## src/vtc_pkg.sv

```systemverilog
// Purpose: Shared constants, state codes and trellis functions for the trellis codec
// Assumes: Symbol, delay state and transition fields are little-endian vectors, first bit is MSB
// Notes: Delay state [2:0] = {first, second, third delay element}
package vtc_pkg;

  // ----------------------------------------
  // Widths and sizes
  // ----------------------------------------
  localparam int SYM_W = 2;
  localparam int ST_W = 3;
  localparam int TR_W = 3;
  localparam int NUM_STATES = 8;
  localparam int NUM_PRED = 4;
  localparam int DIST_W = 2;
  localparam int PM_W = 7;
  localparam int TB_PTR_W = 4;
  localparam int TB_DEPTH = 16;
  localparam int DIFF_TABLE_SIZE = 16;

  // ----------------------------------------
  // Reset values and metric limits
  // ----------------------------------------
  localparam logic [PM_W-1:0] PM_INIT_ZERO = 7'h00;
  localparam logic [PM_W-1:0] PM_INIT_OTHER = 7'h10;
  localparam logic [PM_W-1:0] MAX_PATH_METRIC = 7'h70;
  localparam int PM_NORM_BIT = 6;
  localparam logic [ST_W-1:0] NULL_STATE = 3'h0;
  localparam logic [SYM_W-1:0] NULL_PAIR = 2'h0;
  localparam logic [TB_PTR_W-1:0] TB_STEPS = 4'hF;
  localparam logic [TB_PTR_W-1:0] PTR_ZERO = 4'h0;
  localparam logic [TB_PTR_W-1:0] PTR_ONE = 4'h1;

  // ----------------------------------------
  // Decoder sequencer states
  // ----------------------------------------
  typedef enum logic [2:0] {
    VTC_IDLE = 3'b000,
    VTC_ACS = 3'b001,
    VTC_SWAP = 3'b010,
    VTC_TRACE = 3'b011,
    VTC_EMIT = 3'b100
  } vtc_state_type;

  // ----------------------------------------
  // Trellis functions
  // ----------------------------------------
  // Next delay state from present state and differential pair
  function automatic logic [ST_W-1:0] vtc_next_state(input logic [ST_W-1:0] s, input logic [SYM_W-1:0] y);
    logic [ST_W-1:0] n;
    n[2] = y[0] ^ s[1] ^ (s[2] & y[1]);
    n[1] = y[1] ^ y[0] ^ s[0] ^ (s[2] & (y[0] ^ s[1]));
    n[0] = s[2];
    return n;
  endfunction

  // Transition of the branch from past state p to new state n
  function automatic logic [TR_W-1:0] vtc_branch_tr(input logic [ST_W-1:0] p, input logic [ST_W-1:0] n);
    logic [TR_W-1:0] t;
    t = {p[2], NULL_PAIR};
    for (int y = 0; y < NUM_PRED; y++) begin
      if (vtc_next_state(p, SYM_W'(y)) == n) begin
        t = {p[2], SYM_W'(y)};
      end
    end
    return t;
  endfunction

  // Hamming distance between two transitions
  function automatic logic [DIST_W-1:0] vtc_hamming(input logic [TR_W-1:0] a, input logic [TR_W-1:0] b);
    logic [TR_W-1:0] x;
    x = a ^ b;
    return DIST_W'({1'b0, x[0]} + {1'b0, x[1]} + {1'b0, x[2]});
  endfunction

  // Differential encode: {prev y1 y2, q1 q2} -> new y1 y2
  function automatic logic [SYM_W-1:0] vtc_diff_enc(input logic [3:0] idx);
    return {idx[1] ^ idx[3], (idx[1] & idx[3]) ^ idx[2] ^ idx[0]};
  endfunction

  // Differential decode: {prev y1 y2, cur y1 y2} -> q1 q2
  function automatic logic [SYM_W-1:0] vtc_diff_dec(input logic [3:0] idx);
    logic q1;
    q1 = idx[1] ^ idx[3];
    return {q1, (q1 & idx[3]) ^ idx[2] ^ idx[0]};
  endfunction

endpackage

```

## src/vtc_codec.sv

```systemverilog
// Purpose: Trellis codec top, encoder plus hard-decision trellis decoder
// Assumes: sym_stb pulses once per symbol period, spaced at least 20 cycles apart
// Notes: Strobes while busy are ignored
//
// Contract
// - Differential encoder xors input with previous outputs
// - Differential encoding by sixteen-entry lookup table
// - Differential decoding by sixteen-entry lookup table
// - Decoded bits follow the differential decode equations
// - Symbols two bits, states and transitions three
// - Three-bit delay register yields one redundant bit
// - Redundant bit is first delay before update
// - Previous differential output cleared at initialisation
// - Convolutional state cleared to zero at initialisation
// - Eight Hamming distances computed and held per symbol
// - One survivor per state, metric sums distances
// - Old metrics kept; new metrics in second buffer
// - Path metric seven bits wide
// - Initial metrics zero for state zero, else sixteen
// - Circular survivor memory, newest overwrites oldest column
// - Traceback depth is sixteen symbol periods
// - Store predecessor and transition per new state
// - Eight three-bit entries per survivor column
// - Decision uses preceding depth-minus-one periods only
// - One symbol in and one out per period
`timescale 1ns/10ps
module vtc_codec (
  input wire logic clk,
  input wire logic rst_b,
  input wire logic sym_stb,
  input wire logic [vtc_pkg::SYM_W-1:0] sym_in,
  input wire logic [vtc_pkg::TR_W-1:0] rx_tr,
  output logic [vtc_pkg::TR_W-1:0] tx_tr,
  output logic tx_valid,
  output logic [vtc_pkg::SYM_W-1:0] dec_sym,
  output logic dec_valid,
  output logic busy
);
  import vtc_pkg::*;

  // ----------------------------------------
  // Predecessor helper
  // ----------------------------------------
  // Predecessors of new state n are {n[0], k}
  function automatic logic [ST_W-1:0] pred_of(input logic [ST_W-1:0] n, input logic [SYM_W-1:0] k);
    return {n[0], k};
  endfunction

  // ----------------------------------------
  // Declarations
  // ----------------------------------------
  vtc_state_type seq_state;
  logic sym_take;
  logic [DIST_W-1:0] branch_distance_store [NUM_STATES];
  logic [PM_W-1:0] old_path_metric [NUM_STATES];
  logic [PM_W-1:0] next_path_metric [NUM_STATES];
  logic [PM_W-1:0] acs_metric [NUM_STATES];
  logic [ST_W-1:0] acs_pred [NUM_STATES];
  logic [TR_W-1:0] acs_tr [NUM_STATES];
  logic [ST_W-1:0] survivor_pred_state_mem [TB_DEPTH][NUM_STATES];
  logic [TR_W-1:0] survivor_transition_mem [TB_DEPTH][NUM_STATES];
  logic [TB_PTR_W-1:0] time_ptr;
  logic [TB_PTR_W-1:0] tb_col;
  logic [TB_PTR_W-1:0] tb_count;
  logic [ST_W-1:0] tb_state;
  logic [ST_W-1:0] best_state;
  logic norm_all;
  logic [TR_W-1:0] decided_tr;
  logic [SYM_W-1:0] prev_rx_pair;
  logic [SYM_W-1:0] recovered_sym;

  // ----------------------------------------
  // Strobe acceptance
  // ----------------------------------------
  assign sym_take = sym_stb && (seq_state == VTC_IDLE);

  // ----------------------------------------
  // Encoder
  // ----------------------------------------
  vtc_encoder u_encoder (
    .clk(clk),
    .rst_b(rst_b),
    .sym_take(sym_take),
    .sym_in(sym_in),
    .tx_tr(tx_tr),
    .tx_valid(tx_valid)
  );

  // ----------------------------------------
  // Sequencer
  // ----------------------------------------
  always_ff @(posedge clk or negedge rst_b) begin
    if (!rst_b) begin
      seq_state <= VTC_IDLE;
    end else begin
      case (seq_state)
        VTC_IDLE: begin
          if (sym_take) begin
            seq_state <= VTC_ACS;
          end
        end
        VTC_ACS: begin
          seq_state <= VTC_SWAP;
        end
        VTC_SWAP: begin
          seq_state <= VTC_TRACE;
        end
        VTC_TRACE: begin
          if (tb_count == TB_STEPS) begin
            seq_state <= VTC_EMIT;
          end
        end
        VTC_EMIT: begin
          seq_state <= VTC_IDLE;
        end
        default: begin
          seq_state <= VTC_IDLE;
        end
      endcase
    end
  end

  // ----------------------------------------
  // Busy flag
  // ----------------------------------------
  always_ff @(posedge clk or negedge rst_b) begin
    if (!rst_b) begin
      busy <= 1'b0;
    end else if (sym_take) begin
      busy <= 1'b1;
    end else if (seq_state == VTC_EMIT) begin
      busy <= 1'b0;
    end
  end

  // ----------------------------------------
  // Branch distances
  // ----------------------------------------
  always_ff @(posedge clk or negedge rst_b) begin
    if (!rst_b) begin
      for (int t = 0; t < NUM_STATES; t++) begin
        branch_distance_store[t] <= '0;
      end
    end else if (sym_take) begin
      for (int t = 0; t < NUM_STATES; t++) begin
        branch_distance_store[t] <= vtc_hamming(rx_tr, TR_W'(t));
      end
    end
  end

  // ----------------------------------------
  // Add, compare, select
  // ----------------------------------------
  always_comb begin
    logic [ST_W-1:0] p;
    logic [TR_W-1:0] t;
    logic [PM_W-1:0] cand;
    p = NULL_STATE;
    t = '0;
    cand = '0;
    for (int n = 0; n < NUM_STATES; n++) begin
      acs_metric[n] = '1;
      acs_pred[n] = NULL_STATE;
      acs_tr[n] = '0;
      for (int k = 0; k < NUM_PRED; k++) begin
        p = pred_of(ST_W'(n), SYM_W'(k));
        t = vtc_branch_tr(p, ST_W'(n));
        cand = PM_W'(old_path_metric[p] + {5'h00, branch_distance_store[t]});
        if (k == 0 || cand < acs_metric[n]) begin
          acs_metric[n] = cand;
          acs_pred[n] = p;
          acs_tr[n] = t;
        end
      end
    end
  end

  // ----------------------------------------
  // Second metric buffer, filled while old metrics stand
  // ----------------------------------------
  always_ff @(posedge clk or negedge rst_b) begin
    if (!rst_b) begin
      for (int n = 0; n < NUM_STATES; n++) begin
        next_path_metric[n] <= PM_INIT_ZERO;
      end
    end else if (seq_state == VTC_ACS) begin
      for (int n = 0; n < NUM_STATES; n++) begin
        next_path_metric[n] <= acs_metric[n];
      end
    end
  end

  // ----------------------------------------
  // Lowest new metric and renormalisation test
  // ----------------------------------------
  always_comb begin
    logic [PM_W-1:0] low;
    low = next_path_metric[0];
    best_state = NULL_STATE;
    norm_all = 1'b1;
    for (int n = 0; n < NUM_STATES; n++) begin
      if (next_path_metric[n] < low) begin
        low = next_path_metric[n];
        best_state = ST_W'(n);
      end
      norm_all = norm_all & next_path_metric[n][PM_NORM_BIT];
    end
  end

  // ----------------------------------------
  // Old metrics replaced only once all states are selected
  // ----------------------------------------
  always_ff @(posedge clk or negedge rst_b) begin
    if (!rst_b) begin
      for (int n = 0; n < NUM_STATES; n++) begin
        old_path_metric[n] <= (n == 0) ? PM_INIT_ZERO : PM_INIT_OTHER;
      end
    end else if (seq_state == VTC_SWAP) begin
      for (int n = 0; n < NUM_STATES; n++) begin
        old_path_metric[n] <= next_path_metric[n];
        if (norm_all) begin
          old_path_metric[n][PM_NORM_BIT] <= 1'b0;
        end
      end
    end
  end

  // ----------------------------------------
  // Survivor memories
  // ----------------------------------------
  always_ff @(posedge clk or negedge rst_b) begin
    if (!rst_b) begin
      for (int c = 0; c < TB_DEPTH; c++) begin
        for (int n = 0; n < NUM_STATES; n++) begin
          survivor_pred_state_mem[c][n] <= NULL_STATE;
          survivor_transition_mem[c][n] <= '0;
        end
      end
    end else if (seq_state == VTC_ACS) begin
      for (int n = 0; n < NUM_STATES; n++) begin
        survivor_pred_state_mem[time_ptr][n] <= acs_pred[n];
        survivor_transition_mem[time_ptr][n] <= acs_tr[n];
      end
    end
  end

  // ----------------------------------------
  // Circular column pointer
  // ----------------------------------------
  always_ff @(posedge clk or negedge rst_b) begin
    if (!rst_b) begin
      time_ptr <= PTR_ZERO;
    end else if (seq_state == VTC_EMIT) begin
      time_ptr <= time_ptr + PTR_ONE;
    end
  end

  // ----------------------------------------
  // Traceback
  // ----------------------------------------
  always_ff @(posedge clk or negedge rst_b) begin
    if (!rst_b) begin
      tb_col <= PTR_ZERO;
      tb_count <= PTR_ZERO;
      tb_state <= NULL_STATE;
    end else if (seq_state == VTC_SWAP) begin
      tb_col <= time_ptr;
      tb_count <= PTR_ZERO;
      tb_state <= best_state;
    end else if (seq_state == VTC_TRACE && tb_count != TB_STEPS) begin
      tb_state <= survivor_pred_state_mem[tb_col][tb_state];
      tb_col <= tb_col - PTR_ONE;
      tb_count <= tb_count + PTR_ONE;
    end
  end

  assign decided_tr = survivor_transition_mem[tb_col][tb_state];

  // ----------------------------------------
  // Differential decoding and output
  // ----------------------------------------
  vtc_diff_decoder u_diff_decoder (
    .prev_pair(prev_rx_pair),
    .cur_pair(decided_tr[SYM_W-1:0]),
    .symbol(recovered_sym)
  );

  // Decided symbol register
  always_ff @(posedge clk or negedge rst_b) begin
    if (!rst_b) begin
      prev_rx_pair <= NULL_PAIR;
      dec_sym <= NULL_PAIR;
      dec_valid <= 1'b0;
    end else begin
      dec_valid <= (seq_state == VTC_EMIT);
      if (seq_state == VTC_EMIT) begin
        prev_rx_pair <= decided_tr[SYM_W-1:0];
        dec_sym <= recovered_sym;
      end
    end
  end
endmodule

```

## src/vtc_encoder.sv

```systemverilog
// Purpose: Differential encoder plus rate 2/3 eight-state convolutional encoder
// Assumes: sym_take is a one-cycle pulse, at most one per symbol period
// Notes: Transition and valid are registered
`timescale 1ns/10ps
module vtc_encoder (
  input wire logic clk,
  input wire logic rst_b,
  input wire logic sym_take,
  input wire logic [vtc_pkg::SYM_W-1:0] sym_in,
  output logic [vtc_pkg::TR_W-1:0] tx_tr,
  output logic tx_valid
);
  import vtc_pkg::*;

  logic [SYM_W-1:0] prev_diff_output;
  logic [ST_W-1:0] conv_state_register;
  logic [SYM_W-1:0] diff_encode_table [DIFF_TABLE_SIZE];
  logic [SYM_W-1:0] diff_now;

  // ----------------------------------------
  // Differential encoding table
  // ----------------------------------------
  for (genvar i = 0; i < DIFF_TABLE_SIZE; i++) begin : g_enc_tab
    assign diff_encode_table[i] = vtc_diff_enc(4'(i));
  end
  assign diff_now = diff_encode_table[{prev_diff_output, sym_in}];

  // ----------------------------------------
  // Encoder state
  // ----------------------------------------
  always_ff @(posedge clk or negedge rst_b) begin
    if (!rst_b) begin
      prev_diff_output <= NULL_PAIR;
      conv_state_register <= NULL_STATE;
    end else if (sym_take) begin
      prev_diff_output <= diff_now;
      conv_state_register <= vtc_next_state(conv_state_register, diff_now);
    end
  end

  // ----------------------------------------
  // Transition output
  // ----------------------------------------
  always_ff @(posedge clk or negedge rst_b) begin
    if (!rst_b) begin
      tx_tr <= {1'b0, NULL_PAIR};
      tx_valid <= 1'b0;
    end else begin
      tx_valid <= sym_take;
      if (sym_take) begin
        tx_tr <= {conv_state_register[ST_W-1], diff_now};
      end
    end
  end
endmodule

```

## src/vtc_diff_decoder.sv

```systemverilog
// Purpose: Differential decoder lookup
// Assumes: Pairs are lower two transition bits of the decided path
// Notes: Purely combinational
`timescale 1ns/10ps
module vtc_diff_decoder (
  input wire logic [vtc_pkg::SYM_W-1:0] prev_pair,
  input wire logic [vtc_pkg::SYM_W-1:0] cur_pair,
  output logic [vtc_pkg::SYM_W-1:0] symbol
);
  import vtc_pkg::*;

  logic [SYM_W-1:0] diff_decode_table [DIFF_TABLE_SIZE];

  // ----------------------------------------
  // Table and lookup
  // ----------------------------------------
  for (genvar i = 0; i < DIFF_TABLE_SIZE; i++) begin : g_dec_tab
    assign diff_decode_table[i] = vtc_diff_dec(4'(i));
  end
  assign symbol = diff_decode_table[{prev_pair, cur_pair}];
endmodule

```

## config.mk

```make
export PLATFORM = sky130hd
export DESIGN_NAME = vtc_codec
export DESIGN_NICKNAME = d
export VERILOG_FILES = /design/src/vtc_pkg.sv /design/src/vtc_codec.sv /design/src/vtc_encoder.sv /design/src/vtc_diff_decoder.sv
export SDC_FILE = /design/constraint.sdc
export NUM_CORES = 2
export LEC_CHECK = 0
export BUFFER_PORTS_ARGS = -buffer_cell sky130_fd_sc_hd__buf_4
export CAP_MARGIN = 10
export CORE_ASPECT_RATIO = 1.25
export CORE_MARGIN = 3
export CORE_UTILIZATION = 70
export DETAILED_ROUTE_END_ITERATION = 16
export PLACE_DENSITY_LB_ADDON = 0.25
export SYNTH_ARGS = -nofsm -noshare
export SYNTH_HDL_FRONTEND = slang
export SYNTH_SLANG_ARGS = --single-unit
```

## constraint.sdc

```tcl
create_clock -name clk -period 19.15 [get_ports clk]
set_clock_uncertainty 0.15 [all_clocks]
set_input_delay 1.915 -clock clk [delete_from_list [all_inputs] [get_ports clk]]
set_output_delay 1.915 -clock clk [all_outputs]
set_load 0.01 [all_outputs]
```

# == Yosys cells after proc, flatten, opt, wreduce, memory -nomap -nowiden ==
# Memories as Yosys holds them, arrays and structs flattened. A register that Yosys moved wholly into a read port is not among the register bits.
# Cells that the tools add are included.
# totals
ff_bits,927
rom_bits,64
in_bits,8
memories,2
# op_classes
add_sub_neg,50
magnitude_cmp,36
n_eq_ne,8
n_mux,150
n_bitwise,26
reduce_logical,8
# memory_table
name,words,width,read_ports,rd_ports_with_merged_regs,wr,line,source
(no name shown),16,2,1,0,0,vtc_encoder.sv:26,"assign diff_now = diff_encode_table[{prev_diff_output, sym_in}];"
(no name shown),16,2,1,1,0,vtc_diff_decoder.sv:20,"assign symbol = diff_decode_table[{prev_pair, cur_pair}];"
# op_table
cell,count
$bwmux 384,16
$demux 24 s4,8
$add 7x2->7,32
$lt 7x7->1,31
$mux 7,30
$bmux 24 s4,2
$mux 24,5
$mux 2,46
$mux 3,11
$mux 21,1
$not 4->5,4
$mux 1,19
$bmux 3 s3,2
$mux 18,1
$add 2x1->2,8
$mux 4,4
$ge 5x5->1 const B,3
$mux 15,1
$add 1x1->2,7
$mux 12,1
$pmux 3 s4,1
$and 1x1->1,9
$mux 9,1
$add 4x1->4 const B,2
21 further kinds,33

# == Depth between registers and ports, before layout ==
# depth
depth_word,15
ltp_mapped,66
mapped_depth_nobuf,62

# == By module ==
# A second synthesis with hierarchy kept.
# unflattened
hier_cells,3924
area_unflattened_um2,38495.7
# modules_own_cells
module,instances,cells_each,area_each_um2,seq_area_each_um2
vtc_codec,1,3885,38039.0,15748.9
vtc_encoder,1,35,424.2,150.1
vtc_diff_decoder,1,4,32.5,0.0

# == Least setup slack after synthesis ==
# No wires, ideal clock.
# synth_timing
path_kind,flip-flop to flip-flop
from,reg next_path_metric[51] (netlist name)
to,reg tb_state[0]
setup_time_ps,83
arrival_time_ps,10943
t_required_ps,18917
path_slack_ps,7974
stages_incl_launch_ff,61
n_path_buf,2
synth_period_minus_slack_ps,11176
path_cell_list,dfrtp_1 inv_1 ha_1 a21oi_1 o21ai_4 a21oi_1 buf_2 nor2_1 a21oi_1 ha_1 and3_1 nor4_1 a21oi_1 o21ai_2 nand2_1 o21ai_0 inv_1 ha_1 (+25 left out) ha_1 a21o_1 a21o_1 a21oi_1 and3_1 and2_1 nand3_1 o211ai_2 mux2_1 ha_1 a21o_1 a21o_1 a41oi_1 o21ai_0 o21ai_0 nand2_1 mux2_2 o21ai_0
# synth_via
elab_chain_len,15
word_cells_on_any_way,21
# synth_rtl
item,line,source
start: declaration,vtc_codec.sv:56,logic [PM_W-1:0] next_path_metric [NUM_STATES];
start signal: indexed assignment,vtc_codec.sv:188,next_path_metric[n] <= acs_metric[n];
$lt 7x7->1,vtc_codec.sv:202,if (next_path_metric[n] < low) begin
$mux 7,vtc_codec.sv:202,
$lt 7x7->1,vtc_codec.sv:202,
$mux 7,vtc_codec.sv:202,
$lt 7x7->1,vtc_codec.sv:202,
$mux 7,vtc_codec.sv:202,
$lt 7x7->1,vtc_codec.sv:202,
$mux 7,vtc_codec.sv:202,
$lt 7x7->1,vtc_codec.sv:202,
$mux 7,vtc_codec.sv:202,
$lt 7x7->1,vtc_codec.sv:202,
$mux 7,vtc_codec.sv:202,
$lt 7x7->1,vtc_codec.sv:202,
$mux 3 *,vtc_codec.sv:202,
$mux 3 *,vtc_codec.sv:266,end else if (seq_state == VTC_SWAP) begin
end signal: assignment,vtc_codec.sv:269,tb_state <= best_state;
end signal: assignment,vtc_codec.sv:271,tb_state <= survivor_pred_state_mem[tb_col][tb_state];
end: declaration,vtc_codec.sv:65,logic [ST_W-1:0] tb_state;
# Every way passes the cells marked *; elsewhere a longest branch is shown, timed or not.
# A chain may end at the register's enable or synchronous reset.

# == Worst setup path in the final report ==
# Same ends and word-level chain as after synthesis.

==> results.json <==
{
  "dieArea_mm2": 0.05801,
  "start_util": 0.7121,
  "period_share": 0.7109,
  "cts_root_buf": "clkbuf_16",
  "dieHeight_um": 268.5,
  "dr.pass1.iters": 9,
  "crit_top_cell": "o21ai_0",
  "r2r_start": "next_path_metric[51]",
  "pre_cts_ws_ps": 5781,
  "synth_area_mm2": 0.03860,
  "drt_wl_total_um": 108000,
  "multiInputGateArea_mm2": 0.02139,
  "cts_buffer_depth": 3,
  "antenna_left": 0,
  "setup_violations": 0,
  "max_stage_delay_ps": 530,
  "status": "complete, no violations",
  "ctsHoldBuffers": 0,
  "synth_area_leader_cell": "dfrtp_1",
  "cts.sinks": 635,
  "min_path_type": "reg -> reg",
  "yosys-top-cells-count": "nand2_1 (736), dfrtp_1 (628), o21ai_0 (498), nor2_1 (249), ha_1 (241)",
  "yosys-top-cells-area": "dfrtp_1 (41%), mux4_2 (9.0%), ha_1 (7.8%)",
  "yosys_register_bits": 635,
  "setup_tns_ps": 0,
  "cap_violations": 0,
  "relSlewSlack": 0.1592,
  "synth_async_sr_flop_share": 1.000,
  "synth_area_per_cell_um2": 9.664,
  "port_buffers": 15,
  "rr_worst_depth": 58,
  "clk_pin_slew_worst_paths_ps": 60,
  "dpl_cell_area_mm2": 0.03915,
  "hold_viol": 0,
  "crit_end": "tb_state[0]",
  "worstSetupEndpointType": "flop",
  "core_mm2": 0.05420,
  "critical_path_class": "reg -> reg",
  "rrSetupSlack_ps": 5540,
  "rsz0062_at_grt": "false",
  "die_w_um": 216.0,
  "synth_edf_count": 0,
  "finalWorstSetupSlack_ps": 5536,
  "syn2layout_area_growth_pct": 6.882,
  "fillers": 3676,
  "cp_max_fo": 12,
  "slew_viol_final": 0,
  "seq_area_frac_synth": 0.4119,
  "hp-start": "survivor_pred_state_mem[122]",
  "max_freq_mhz": 73.45,
  "crit_start": "next_path_metric[51]",
  "grt_antenna_before_repair": 0,
  "crit_slowest_cell": "and2_1",
  "num_antenna_cells": 0,
  "grt_max_degree": 170,
  "layout-drive-gt1-share": 0.1050,
  "place.gp.congestion": 0.9982,
  "ys_warn_count": 0,
  "clk_latency_ps": 660,
  "grtUsageTotal": 0.3775,
  "critPathLaunchType": "flop",
  "yosysMostFrequentCell": "nand2_1",
  "grt_pass1_wl_um": 171100,
  "final_area_mm2": 0.04126,
  "hold_slack_ps": 312.1,
  "ios": 16,
  "cp_data_required_time_ps": 19550,
  "reg2reg_to": "tb_state[0]",
  "syn_inst": 3994,
  "cts_setup_buffers": 0,
  "synth.distinct_cells": 89,
  "cts_resized": 0,
  "cts.htree.levels": 2,
  "wl_per_cell_um": 23.24,
  "synth_top_area_share": 0.4071,
  "period_needed_ps": 13610,
  "synthFlopType": "dfrtp_1",
  "via_per_inst": 6.649,
  "finalNetCount": 4161,
  "grt.overflow.total": 0,
  "detailed_place_hpwl_um": 71480,
  "ff_latch_area_mm2": 0.01591,
  "num_rows": 95,
  "grt_pass1_vias": 31209,
  "cts_buffers": 60,
  "drc_errors": 0,
  "syn-num-nets": 4283,
  "vias": 30911,
  "drt_iter0_markers": 3149,
  "cp.arrival_ps": 14020,
  "tightest_slew_ps": 1257,
  "cts_tree": "built"
}
[stage by stage]
step | utilization | cells
after floorplan | - | 3994
after global placement | 0.7223 | 4535
after detailed placement | 0.7223 | 4535
after CTS | 0.7609 | 4647
after global routing | 0.7612 | 4649
final | 0.7612 | 4649
[critical path, delay by kind of cell (launching register included)]
family                     cells  cell delay, ps
AOI/OAI and AO/OA             30            6940
adders and majority gates      7            2130
buffers and inverters          4             550
DFF                            1             440
muxes                          2             620
and+or+nand+nor               15            2690
[worst min-delay path by stage]
stage | end | slack (ps) | depth (start not counted)
floorplan | survivor_pred_state_mem[122] | 280 | 1
global placement | survivor_pred_state_mem[332] | 290 | 1
detailed placement | survivor_pred_state_mem[236] | 300 | 1
CTS | survivor_pred_state_mem[2] | 320 | 1
global route | survivor_pred_state_mem[2] | 330 | 1
finish | survivor_pred_state_mem[122] | 310 | 1
[routing by layer]
layer	part of all wire	global-route usage	vias to the layer above
met5	0	0	-
met4	0.074	0.2388	0
met3	0.074	0.05207	459
met2	0.48	0.6322	1521
met1	0.37	0.4697	15132
li1	-	-	13799
[cell families (layout without fill, tap and decap cells)]
logic type	count (synthesis)	after routing	synth area share
flops	635	635	0.4119
compound gates	1055	1055	0.1650
xor+xnor	182	182	0.04130
simple gates	1267	1267	0.1392
buf+inv	357	285	0.03640
mux	215	215	0.1068
fa+ha+maj	283	283	0.09938
[cell usage in the layout, fill, tap and decap left out, types with 13 or more instances in the layout]
cell and instances:
a2111oi_0 13, a211oi_1 40, a21o_1 79, a21oi_1 195
a31oi_1 26, and2_1 18, buf_4 71, clkbuf_1 14
clkbuf_16 60, dfrtp_1 625, fa_1 40, ha_1 241
inv_1 95, mux2_2 16, mux2i_1 41, mux4_2 154
nand2_1 735, nand2b_1 70, nand3_1 63, nor2_1 248
nor2b_1 36, nor3_1 21, o211ai_1 16, o21a_1 38
o21ai_0 498, o31ai_1 36, or3_1 16, xnor2_1 121
xor2_1 61
[cell type report]
cell class                      instances  area share
Multi-Input combinational cell       3002      0.5184
Sequential cell                       635      0.3856
Clock buffer                           83     0.04067
Tap cell                              727     0.02205
Timing Repair Buffer                   74     0.01425
Clock inverter                         29     0.01001
Inverter                               99    0.009007
[registers in the layout, indices dropped and copies added (netlist names), 2 cells and up]
register and cells:
branch_distance_store 13, prev_rx_pair 2, survivor_transition_mem 252, next_path_metric 56, tb_count 4, time_ptr 4, tb_state 3, tb_col 4
old_path_metric 56, dec_sym 2, u_encoder.tx_tr 2, survivor_pred_state_mem 228, u_encoder.conv_state_register 3, seq_state 3
Power is left out: the tool's default activity adds up to more than one toggle a clock period on the data nets, which glitch-free logic cannot reach.
